## src/design/crp_pkg.sv

```systemverilog
// constants and types for the code read-out protection block
package crp_pkg;
  // =====================================================
  // geometry
  localparam int unsigned CODE_AW = 12;
  localparam int unsigned KEY_DEPTH = 32;
  localparam int unsigned KEY_AW = 5;
  localparam int unsigned DATA_W = 8;
  // =====================================================
  // reset values
  localparam logic [KEY_AW-1:0] KEY_IDX_RST = 5'h00;
  localparam logic [1:0] SEC_BITS_RST = 2'h3;
  localparam logic [DATA_W-1:0] KEY_ERASED = 8'hff;
  localparam logic [DATA_W-1:0] REFUSED_DATA = 8'hff;
  // =====================================================
  // access modes from the programmer
  typedef enum logic [1:0] {
    CRP_MODE_CODE = 2'b00,
    CRP_MODE_KEY = 2'b01,
    CRP_MODE_SEC = 2'b10,
    CRP_MODE_NONE = 2'b11
  } crp_mode_t;
endpackage : crp_pkg

```

## src/design/crp_key_mem.sv

```systemverilog
// key byte store, registered read, no external read path
`timescale 1ns/1ps
module crp_key_mem
(
  input wire logic ref_clk,
  input wire logic wr_en,
  input wire logic [crp_pkg::KEY_AW-1:0] wr_addr,
  input wire logic [crp_pkg::DATA_W-1:0] wr_data,
  input wire logic [crp_pkg::KEY_AW-1:0] rd_addr,
  output logic [crp_pkg::DATA_W-1:0] rd_data
);
  logic [crp_pkg::DATA_W-1:0] mem [crp_pkg::KEY_DEPTH];

  // =====================================================
  // storage; erased state is all ones, meaning no scrambling
  initial
  begin
    for (int i = 0; i < crp_pkg::KEY_DEPTH; i++)
    begin
      mem[i] = crp_pkg::KEY_ERASED;
    end
  end

  always_ff @(posedge ref_clk)
  begin
    if (wr_en)
    begin
      mem[wr_addr] <= wr_data;
    end
  end

  always_ff @(posedge ref_clk)
  begin
    rd_data <= mem[rd_addr];
  end
endmodule : crp_key_mem

```

## src/design/crp_top.sv

```systemverilog
// code read-out protection: key scrambling and security bit gating
// Operation
// - code bytes leave XNORed with a key byte
// - key byte advances with each read that is not refused
// - stored key bytes are never readable
// - verify returns only key-combined data
// - two independent security bits restrict access
// - bit one blocks external table reads, programming
// - bit two still programmable after bit one
// - bit one alone still allows verify
// - bit two refuses all verify read-out
// - all-ones key leaves data unchanged
// - security bits stored active low
`timescale 1ns/1ps
module crp_top
(
  input wire logic ref_clk,
  input wire logic rst_n,
  input wire logic [1:0] prog_mode,
  input wire logic prog_req,
  input wire logic [crp_pkg::CODE_AW-1:0] prog_addr,
  input wire logic [crp_pkg::DATA_W-1:0] prog_data,
  input wire logic verify_req,
  input wire logic table_read_req,
  input wire logic table_read_external,
  input wire logic [crp_pkg::DATA_W-1:0] code_rd_data,
  output logic code_wr_en,
  output logic [crp_pkg::CODE_AW-1:0] code_wr_addr,
  output logic [crp_pkg::DATA_W-1:0] code_wr_data,
  output logic [crp_pkg::DATA_W-1:0] out_data,
  output logic out_valid,
  output logic out_refused,
  output logic [1:0] sec_bits_n
);
  // =====================================================
  // security state
  logic [1:0] sec_n;
  logic lock_prog;
  logic lock_verify;
  logic key_wr;
  logic sec_wr;
  logic [crp_pkg::KEY_AW-1:0] key_idx;
  logic [crp_pkg::DATA_W-1:0] key_byte;
  logic rd_go;
  logic rd_stage;
  logic rd_refuse;

  // =====================================================
  // mode decode, shared by every write path and its checks
  function automatic logic mode_is(input logic [1:0] mode, input crp_pkg::crp_mode_t want);
    return mode == 2'(want);
  endfunction : mode_is

  assign lock_prog = ~sec_n[0];
  assign lock_verify = ~sec_n[1];
  assign key_wr = prog_req && mode_is(prog_mode, crp_pkg::CRP_MODE_KEY) && !lock_prog;
  assign sec_wr = prog_req && mode_is(prog_mode, crp_pkg::CRP_MODE_SEC);

  // programming a bit only clears it; bit one never blocks bit two
  always_ff @(posedge ref_clk or negedge rst_n)
  begin
    if (!rst_n)
    begin
      sec_n <= crp_pkg::SEC_BITS_RST;
    end
    else if (sec_wr)
    begin
      sec_n <= sec_n & prog_data[1:0];
    end
  end

  // =====================================================
  // code memory programming path
  always_ff @(posedge ref_clk or negedge rst_n)
  begin
    if (!rst_n)
    begin
      code_wr_en <= 1'b0;
      code_wr_addr <= '0;
      code_wr_data <= '0;
    end
    else
    begin
      code_wr_en <= prog_req && mode_is(prog_mode, crp_pkg::CRP_MODE_CODE) && !lock_prog;
      code_wr_addr <= prog_addr;
      code_wr_data <= prog_data;
    end
  end

  // =====================================================
  // key store; its read port feeds only the scrambler
  crp_key_mem u_key
  (
    .ref_clk(ref_clk),
    .wr_en(key_wr),
    .wr_addr(prog_addr[crp_pkg::KEY_AW-1:0]),
    .wr_data(prog_data),
    .rd_addr(key_idx),
    .rd_data(key_byte)
  );

  // =====================================================
  // read sequencing: table reads from external code are blocked while bit one is set
  assign rd_go = verify_req || (table_read_req && !(table_read_external && lock_prog));

  // index wraps naturally at 32 because it is five bits wide
  always_ff @(posedge ref_clk or negedge rst_n)
  begin
    if (!rst_n)
    begin
      key_idx <= crp_pkg::KEY_IDX_RST;
    end
    else if (rd_go && !(verify_req && lock_verify))
    begin
      key_idx <= key_idx + 5'h01;
    end
  end

  always_ff @(posedge ref_clk or negedge rst_n)
  begin
    if (!rst_n)
    begin
      rd_stage <= 1'b0;
      rd_refuse <= 1'b0;
    end
    else
    begin
      rd_stage <= rd_go && !(verify_req && lock_verify);
      rd_refuse <= (verify_req && lock_verify) || (table_read_req && !rd_go);
    end
  end

  // =====================================================
  // output stage: only scrambled data ever leaves
  // array byte and key byte both arrive one edge after the request;
  // an extra register on the array byte would pair it with the next key byte
  always_ff @(posedge ref_clk or negedge rst_n)
  begin
    if (!rst_n)
    begin
      out_data <= crp_pkg::REFUSED_DATA;
      out_valid <= 1'b0;
      out_refused <= 1'b0;
    end
    else
    begin
      out_valid <= rd_stage;
      out_refused <= rd_refuse;
      out_data <= rd_stage ? ~(code_rd_data ^ key_byte) : crp_pkg::REFUSED_DATA;
    end
  end

  always_ff @(posedge ref_clk or negedge rst_n)
  begin
    if (!rst_n)
    begin
      sec_bits_n <= crp_pkg::SEC_BITS_RST;
    end
    else
    begin
      sec_bits_n <= sec_n;
    end
  end
endmodule : crp_top

```

## config.mk

```make
export PLATFORM = sky130hd
export DESIGN_NAME = crp_top
export DESIGN_NICKNAME = d
export VERILOG_FILES = /design/src/design/crp_pkg.sv /design/src/design/crp_key_mem.sv /design/src/design/crp_top.sv
export SDC_FILE = /design/constraint.sdc
export NUM_CORES = 1
export LEC_CHECK = 0
export BUFFER_PORTS_ARGS = -buffer_cell sky130_fd_sc_hd__buf_4
export CORE_UTILIZATION = 40
export CTS_BUF_LIST = sky130_fd_sc_hd__clkbuf_4 sky130_fd_sc_hd__clkbuf_8
export CTS_CLUSTER_DIAMETER = 80
export DETAILED_ROUTE_END_ITERATION = 6
export HOLD_SLACK_MARGIN = 0.03
export PLACE_DENSITY_LB_ADDON = 0.3
export SETUP_SLACK_MARGIN = 0.15
export SYNTH_ARGS = -nofsm -noshare
export SYNTH_HDL_FRONTEND = slang
export SYNTH_SLANG_ARGS = --single-unit
```

## constraint.sdc

```tcl
create_clock -name ref_clk -period 2 [get_ports ref_clk]
set_clock_uncertainty 0.15 [all_clocks]
set_input_delay 0 -clock ref_clk [delete_from_list [all_inputs] [get_ports ref_clk]]
set_output_delay 0 -clock ref_clk [all_outputs]
set_load 0.01 [all_outputs]
```

# --- Word-level counts from Yosys, hierarchy flattened ---
# Memories as Yosys holds them, arrays and structs flattened. A register that Yosys moved wholly into a read port is not among the register bits.
# Cells that the tools add are included.
classes:
  eq_ne: 2
  n_reduce_logical: 16
  muxes: 3
  bitwise_logic: 5
  add_sub_neg: 1
ops:
  columns: ["cell", "n"]
  rows:
  - ["$logic_and A1 B1 Y1", 10]
  - ["$mux W8", 1]
  - ["$not A8 Y8", 1]
  - ["$xor A8 B8 Y8", 1]
  - ["$add A5 B1 Y5 const B", 1]
  - ["$logic_not A1 Y1", 3]
  - ["$and A2 B2 Y2", 1]
  - ["$eq A2 B1 Y1 const B", 1]
  - ["$eq A2 B2 Y1 const B", 1]
  - ["$logic_not A2 Y1", 1]
  - ["$logic_or A1 B1 Y1", 2]
  - ["$mux W1", 2]
  - ["$not A1 Y1", 2]
totals:
  input_bits: 36
  ramBits: 256
  ff_bits: 42
  memories: 1
memory_table:
  columns: ["memory", "depth", "word_bits", "rd", "rd_clocked_by_memory_dff", "write_ports", "line_no", "rtl"]
  rows:
  - ["u_key.mem", 32, 8, 1, 1, 1, "crp_key_mem.sv:12", "logic [crp_pkg::DATA_W-1:0] mem [crp_pkg::KEY_DEPTH];"]

# --- Logic depth before layout (Yosys ltp) ---
# Gate-level depths: netlist of run 1.
depth:
  depth_word: 8
  mapped_depth: 7

# --- Hierarchy ---
# A second synthesis of run 1 with hierarchy kept.
unflattened:
  cells_unflattened: 508
  area_unflattened_um2: 11462.2
by_module_without_submodules:
  columns: ["mod", "seq_area_each_um2", "instances", "area_per_inst_um2", "cells_per_inst"]
  rows:
  - ["crp_key_mem", 7847.5, 1, 10053.4, 417]
  - ["crp_top", 1066.0, 1, 1408.9, 91]

# --- Worst setup path before layout of run 1 ---
# Ideal clock, no wire load.
synth_timing:
  path_type: "register to register"
  start: "register sec_n[0]"
  end: "memory u_key.mem[10][0] in the netlist's numbering (enable)"
  t_arrival_ns: 1.554
  path_slack_ns: -0.074
  path_stages_with_launch: 5
  period_less_slack_ns: 2.074
  path_cell_list: "dfstp_2 nand4b_1 or3_1 clkbuf_1 nor2_1"
synth_between:
  elab_chain_len: 3
synth_lines:
  columns: ["element", "line_no", "rtl"]
  rows:
  - ["start, declared", "crp_top.sv:37", "logic [1:0] sec_n;"]
  - ["start signal, assigned", "crp_top.sv:64", "sec_n <= crp_pkg::SEC_BITS_RST;"]
  - ["start signal, assigned", "crp_top.sv:68", "sec_n <= sec_n & prog_data[1:0];"]
  - ["$logic_and A1 B1 Y1", "crp_top.sv:56", "assign key_wr = prog_req && mode_is(prog_mode, crp_pkg::CRP_MODE_KEY) && !lock_prog;"]
  - ["$mux W1", "crp_key_mem.sv:26", "if (wr_en)"]
  - ["$mux W1 (implied by the code)", "crp_key_mem.sv:28", "mem[wr_addr] <= wr_data;"]
  - ["end, declared", "crp_key_mem.sv:12", null]
# Every way passes these cells.

==> reports/qor.yml, run 1 <==
run_status:
  status: "finished, violations left"
  violations: "design-rule violations, negative setup slack"
drt:
  via_per_inst: 5.25
  vias: 6343
  dr.pass1.iters: 7
  drc: 4
  wl_um: 26900
  drt_iter0_drc: 580
  postRouteAntennaNets: 0
  wl_per_cell_um: 22.3
die:
  core_area_mm2: 0.0279
  rows: 61
  die_w_um: 171
  dieArea_mm2: 0.0293
  die_h_um: 171
  io_pins: 69
  start_util_pct: 41.0
sta:
  period_share_pct: 109
  final-setup-viol-count: 7
  hold_ws_ns: 0.0695
  fmax_ghz: 0.460
  max-slew-margin-rel_pct: 64.5
  finalSetupTns_ns: -0.843
  finalWorstSetupSlack_ns: -0.172
  worst_pin_slew_ns: 0.531
  hold_viol: 0
  maxSlewViolCount: 0
  period_minus_slack_ns: 2.17
  rsz0062_at_grt: "yes"
setup_path:
  ff2ff_setup_slack_ns: -0.17
  required_ns: 2.29
  critPathKind: "flop to flop"
  cp_max_fo: 8
  reg2reg_depth: 6
  r2r_end: "u_key.rd_data[5]"
  cp-end-kind: "flop"
  cp-start-kind: "flop"
  cp.arrival_ns: 2.46
  reg2reg_from: "key_idx[0]"
placed_design:
  hpwl_um: 15800
  numPortBuffers: 68
  preCtsSetupSlack_ns: -0.348
  place_congestion: 0.765
  placed_cells: 1036
  dpl_cell_area_mm2: 0.0130
synthesis:
  syn_area_mm2: 0.0114
  ys_ff_latch: 306
  synth_nets: 603
  synth-main-ff-cell: "edfxtp_1"
  synth_warnings: 0
  ys_types: 42
  synth-seq-area-share_pct: 77.9
  synth.avg_cell_area_um2: 20.2
  synth-edff-count: 256
  async_flop_share_pct: 13.7
  synthCells: 566
clock_network:
  cts_root_buf: "clkbuf_8"
  cts.sinks: 306
  cts_tree: "done"
  worst_setup_hold_path_clk_slew_ns: 0.06
  insertion_delay_ns: 0.55
  h-tree-depth: 2
  cts_max_path_buffers: 3
  numCtsBuffers: 48
flow_run:
  maxCapViolations: 0
finish:
  fin_cells: 1209
  fillers: 2145
  regArea_mm2: 0.00892
  multiInputGateArea_mm2: 0.00278
  drive_above_1_share_pct: 43.4
  finalNetCount: 832
  area_growth_pct: 34.3
  fin_area_mm2: 0.0154
  diodes: 0
power_and_ir_drop:
  combPwrFrac_pct: 28.8
  p_leak_nw: 5.31
  switching_share_pct: 27.4
  clockPowerShare_pct: 30.0
  p_seq_share_pct: 41.2
  switchingPower_w: 0.00486
  power_density_mw_per_mm2: 1150
  irDropWorstVdd_mv: 0.508
  p_int_w: 0.0128
hold_path:
  hold_end: "out_data[0]"
  whs_path_depth: 4
  hp-class: "input port to flop"
  hold_start: "code_rd_data[0]"
global_routing:
  grt_overflow: 0
  grt_pass1_vias: 6878
  grt_start_max_net_pins: 35
  grt_usage_pct: 19.2
  grt_first_pass_wirelength_um: 41000
  antenna_found_initial: 0
[cells in the final DEF (no fill, tap or decap), types with 21 or more instances in the layout]
cell / netlist / final
buf_12: 0 / 32
buf_4: 5 / 99
buf_6: 3 / 21
clkbuf_4: 0 / 23
clkbuf_8: 0 / 50
dfrtp_1: 30 / 29
dlygate4sd3_1: 0 / 51
edfxtp_1: 256 / 256
mux2i_1: 33 / 33
mux4_2: 47 / 47
nor2_4: 0 / 34
[per-layer routing]
layer	vias up	GRT usage, %	share of wire (%)
met1	3341	25.6	42
li1	2755	-	-
met2	198	32.2	51
met4	0	6.44	2.2
met3	49	2.85	4.9
met5	-	0	0
[synthesized netlist by cell type, drive strengths merged, types with 5 or more instances]
cell type	number	area share [%]
o221ai	8	0.61
o22ai	7	0.38
dfxtp	8	1.4
a22o	7	0.54
nor2	36	1.2
buf	21	1.2
a2111oi	7	0.83
mux2i	33	2.9
nand3b	5	0.33
nand2	14	0.46
a21oi	16	0.70
edfxtp	256	67
clkbuf	8	0.27
a22oi	9	0.59
dfrtp	30	6.6
dfstp	12	2.8
mux4	47	9.3
xor2	9	0.69
[cell families (layout without fill, tap and decap cells)]
family	Yosys count	in the layout	synth area share, %
muxes	82	82	12.3
adders and majority gates	1	1	0.109
buffers and inverters	31	296	1.52
xor gates and xnor gates	12	12	0.919
DFF	306	306	77.9
AOI/OAI and AO/OA	59	59	4.04
and+or+nand+nor	75	75	3.17
[registers in the layout, indices dropped and copies added, names as in the netlist]
signal,count
sec_bits_n,2
code_wr_addr,12
u_key.mem,256
key_idx,5
code_wr_en,1
rd_refuse,1
out_valid,1
out_refused,1
code_wr_data,8
out_data,8
u_key.rd_data,8
rd_stage,1
sec_n,2
[how the worst max path moves through the flow]
stage | startpoint | to | cells past startpoint | slack, ns
after global routing | key_idx[0] | u_key.rd_data[5] | 6 | -0.23
after CTS | key_idx[0] | u_key.rd_data[5] | 5 | -0.12
after global placement | key_idx[0] | u_key.rd_data[5] | 5 | -0.35
after detailed placement | key_idx[0] | u_key.rd_data[5] | 5 | -0.35
after floorplan | key_idx[0] | u_key.rd_data[1] | 5 | 0.13
final | key_idx[0] | u_key.rd_data[5] | 6 | -0.17
[power groups by stage]
stage | clock network, W | logic [W] | registers [W]
after floorplan | 0 | 0.00277 | 0.00731
after global placement | 0 | 0.00421 | 0.00747
after detailed placement | 0 | 0.00424 | 0.00747
after CTS | 0.00542 | 0.00482 | 0.00730
after global routing | 0.00569 | 0.00540 | 0.00732
final | 0.00531 | 0.00510 | 0.00729
[layout make-up]
| class | count | share of cell area (%) |
|---|---|---|
| tap | 378 | 3.08 |
| clock buffer | 73 | 5.60 |
| multi-input combinational | 229 | 18.1 |
| inverter | 2 | 0.0489 |
| clock inverter | 13 | 0.733 |
| timing repair buffer | 208 | 14.4 |
| sequential | 306 | 58.0 |
[critical path: stages, from the launching register on]
cell and delay [ns]:
dfrtp_4 0.50, buf_4 0.14, mux4_2 0.50, a22o_4 0.28
a2111oi_4 0.27, buf_4 0.17, a21oi_1 0.03
[through the flow]
stage               total power (W)  utilization, %
finish                       0.0177            55.0
CTS                          0.0175            54.4
detailed placement           0.0117            46.4
global placement             0.0117            46.4
global route                 0.0184            55.0
floorplan                    0.0101               -
[what timing repair did]
item / CTS / global route
endpoints found under the setup margin: 184 / 265
pin swaps: 38 / 21
gates cloned: 0 / 1
hold endpoints to repair: 463 / 0
resized for setup: 69 / 20
hold buffers: 53 / 0
buffers inserted: 26 / 8
Power figures use the tool's default switching activity.
==> run 2: changes to the inputs <==
Settings changed: CORE_UTILIZATION 40 to 50.
==> reports/qor.yml, run 2 (synthesized netlist as in run 1, its figures left out) <==
sta:
  fmax_ghz: 0.462  # +0.28%
  worst_pin_slew_ns: 1.05  # +0.518 ns
  finalWorstSetupSlack_ns: -0.165  # +0.00614 ns
  maxSlewViolCount: 0  # unchanged
  final-setup-viol-count: 10  # +3
  rsz0062_at_grt: "yes"
  period_minus_slack_ns: 2.17  # -0.00614 ns
  period_share_pct: 108  # -0.31 points
  hold_viol: 0  # unchanged
  max-slew-margin-rel_pct: 30.1  # -34 points
clock_network:
  insertion_delay_ns: 0.56  # about the same
  cts_tree: "done"
  worst_setup_hold_path_clk_slew_ns: 0.06  # about the same
  cts_root_buf: "clkbuf_8"
  cts.sinks: 306  # unchanged
  numCtsBuffers: 47  # -2.1%
  cts_max_path_buffers: 3  # unchanged
  h-tree-depth: 2  # unchanged
hold_path:
  hp-class: "input port to flop"
finish:
  fillers: 1355  # -37%
  layout.cells.most_common: "edfxtp_1"
  drive_above_1_share_pct: 41.7  # -1.7 points
  post-route-util_pct: 68.1  # +13 points
  area_growth_pct: 31.9
  top_regs: "u_key.mem x256, code_wr_addr x12"
  largest_register_ffs: 256  # unchanged
  top_register: "u_key.mem"
  final_cell_mix: "edfxtp_1, buf_4, clkbuf_8"
  finalNetCount: 818  # -1.7%
drt:
  postRouteAntennaNets: 0  # unchanged
  wl_um: 26300  # -2.4%
  wl_per_cell_um: 23.9  # +7.5%
  drt_iter0_drc: 464  # -20%
  drc: 0  # -4
  dr.pass1.iters: 5  # -2
  via_per_inst: 5.71  # +8.9%
  vias: 6273  # -1.1%
setup_path:
  critPathKind: "flop to flop"
  cp.arrival_ns: 2.45  # about the same
  reg2reg_from: "key_idx[0]"
  critPathSlowestCell: "mux4_2"
  required_ns: 2.28  # about the same
  worstPathCellList: "buf_12 -> mux4_2 -> a22o_4 -> a2111oi_4 -> a21oi_1"
  crit_start: "key_idx[0]"
  slowest_delay_ns: 0.52  # +0.02 ns
  cp-start-kind: "flop"
  reg2reg_depth: 5  # -1
  r2r_end: "u_key.rd_data[4]"
  ff2ff_setup_slack_ns: -0.17  # about the same
  crit_path_end: "u_key.rd_data[4]"
  cp_max_fo: 7  # -1
  cp-end-kind: "flop"
power_and_ir_drop:
  irDropWorstVdd_mv: 0.741  # +46%
  power_density_mw_per_mm2: 1170  # +1.2%
  p_leak_nw: 5.24  # -1.4%
placed_design:
  preCtsSetupSlack_ns: -0.336  # +0.0126 ns
  place_congestion: 0.770  # +0.73%
  numPortBuffers: 68  # unchanged
  hpwl_um: 15000  # -5.0%
die:
  die_h_um: 153  # -10%
  core_area_mm2: 0.0222  # -21%
  die_w_um: 153  # -10%
  start_util_pct: 51.6  # +11 points
  rows: 54  # -11%
  dieArea_mm2: 0.0235  # -20%
  io_pins: 69  # unchanged
global_routing:
  grt_use_met3_pct: 3.54  # +0.70 points
  top_usage_layer: "met2"
  met2_usage_pct: 38.1  # +5.8 points
  grt_overflow: 0  # unchanged
  grt_pass1_vias: 6651  # -3.3%
  grt_use_met1_pct: 32.1  # +6.5 points
  antenna_found_initial: 1  # +1
  grt_first_pass_wirelength_um: 39900  # -2.8%
  grt_start_max_net_pins: 35  # unchanged
  grt_usage_pct: 23.1  # +3.9 points
run_status:
  violations: "negative setup slack"
  status: "finished, violations left"
flow_run:
  maxCapViolations: 0  # unchanged
run 2: worst min-delay path by stage:
stage	to	cells after the start	slack (ns)	from
floorplan	code_wr_addr[0]	0	-0.45	rst_n
global placement	code_wr_en	1	-0.15	rst_n
detailed placement	code_wr_addr[0]	1	-0.12	rst_n
CTS	out_data[4]	4	0.05	code_rd_data[4]
global route	out_data[1]	4	0.08	code_rd_data[1]
finish	out_data[7]	4	0.07	code_rd_data[7]
run 2: worst max-delay path, delay by kind of cell (launching register included):
family                 cells  cell delay [ns]
DFF                        1             0.47
buffers and inverters      1             0.14
muxes                      1             0.52
AOI/OAI and AO/OA          3             0.75
run 2: area by class of cell:
cell class	count	area [um2]	share of cell area [%]
Clock buffer	70	876	5.80
Multi-Input combinational cell	229	2780	18.4
Clock inverter	15	96.3	0.638
Inverter	2	7.51	0.0497
Sequential cell	306	8920	59.1
Timing Repair Buffer	195	2060	13.7
Antenna cell	1	2.50	0.0166
Tap cell	280	350	2.32
run 2: power breakdown:
part           internal (W)  total (W)  leakage, nW  switching [W]
Sequential          0.00711    0.00731         2.85       0.000203
Clock               0.00294    0.00525        0.516        0.00231
Combinational       0.00268    0.00504         1.87        0.00236
Total                0.0127     0.0176         5.24        0.00488
run 2: layer usage:
metal	share of wire, %	up-vias	wire length, um
met5	0	-	0
met4	2.0	0	532
met3	5.3	39	1400
li1	-	2737	-
met1	41	3282	10900
met2	51	215	13500
run 2: what timing repair did:
action,CTS,global route
endpoints found under the hold margin,510,0
pin swaps,30,15
endpoints found under the setup margin,224,267
gates cloned,1,2
gates resized for setup,70,22
setup buffers,18,6
hold buffers,53,0
run 2: per-stage QoR:
stage	std cells	power, W	hold slack [ns]	cell area (um2)	setup TNS, ns
CTS	1089	0.0173	0.0453	14900	-0.928
floorplan	566	0.0101	-0.446	11600	0
finish	1098	0.0176	0.0725	15100	-1.02
global placement	932	0.0114	-0.147	12800	-2.09
detailed placement	932	0.0115	-0.125	12800	-3.04
global route	1098	0.0183	0.0755	15100	-3.74
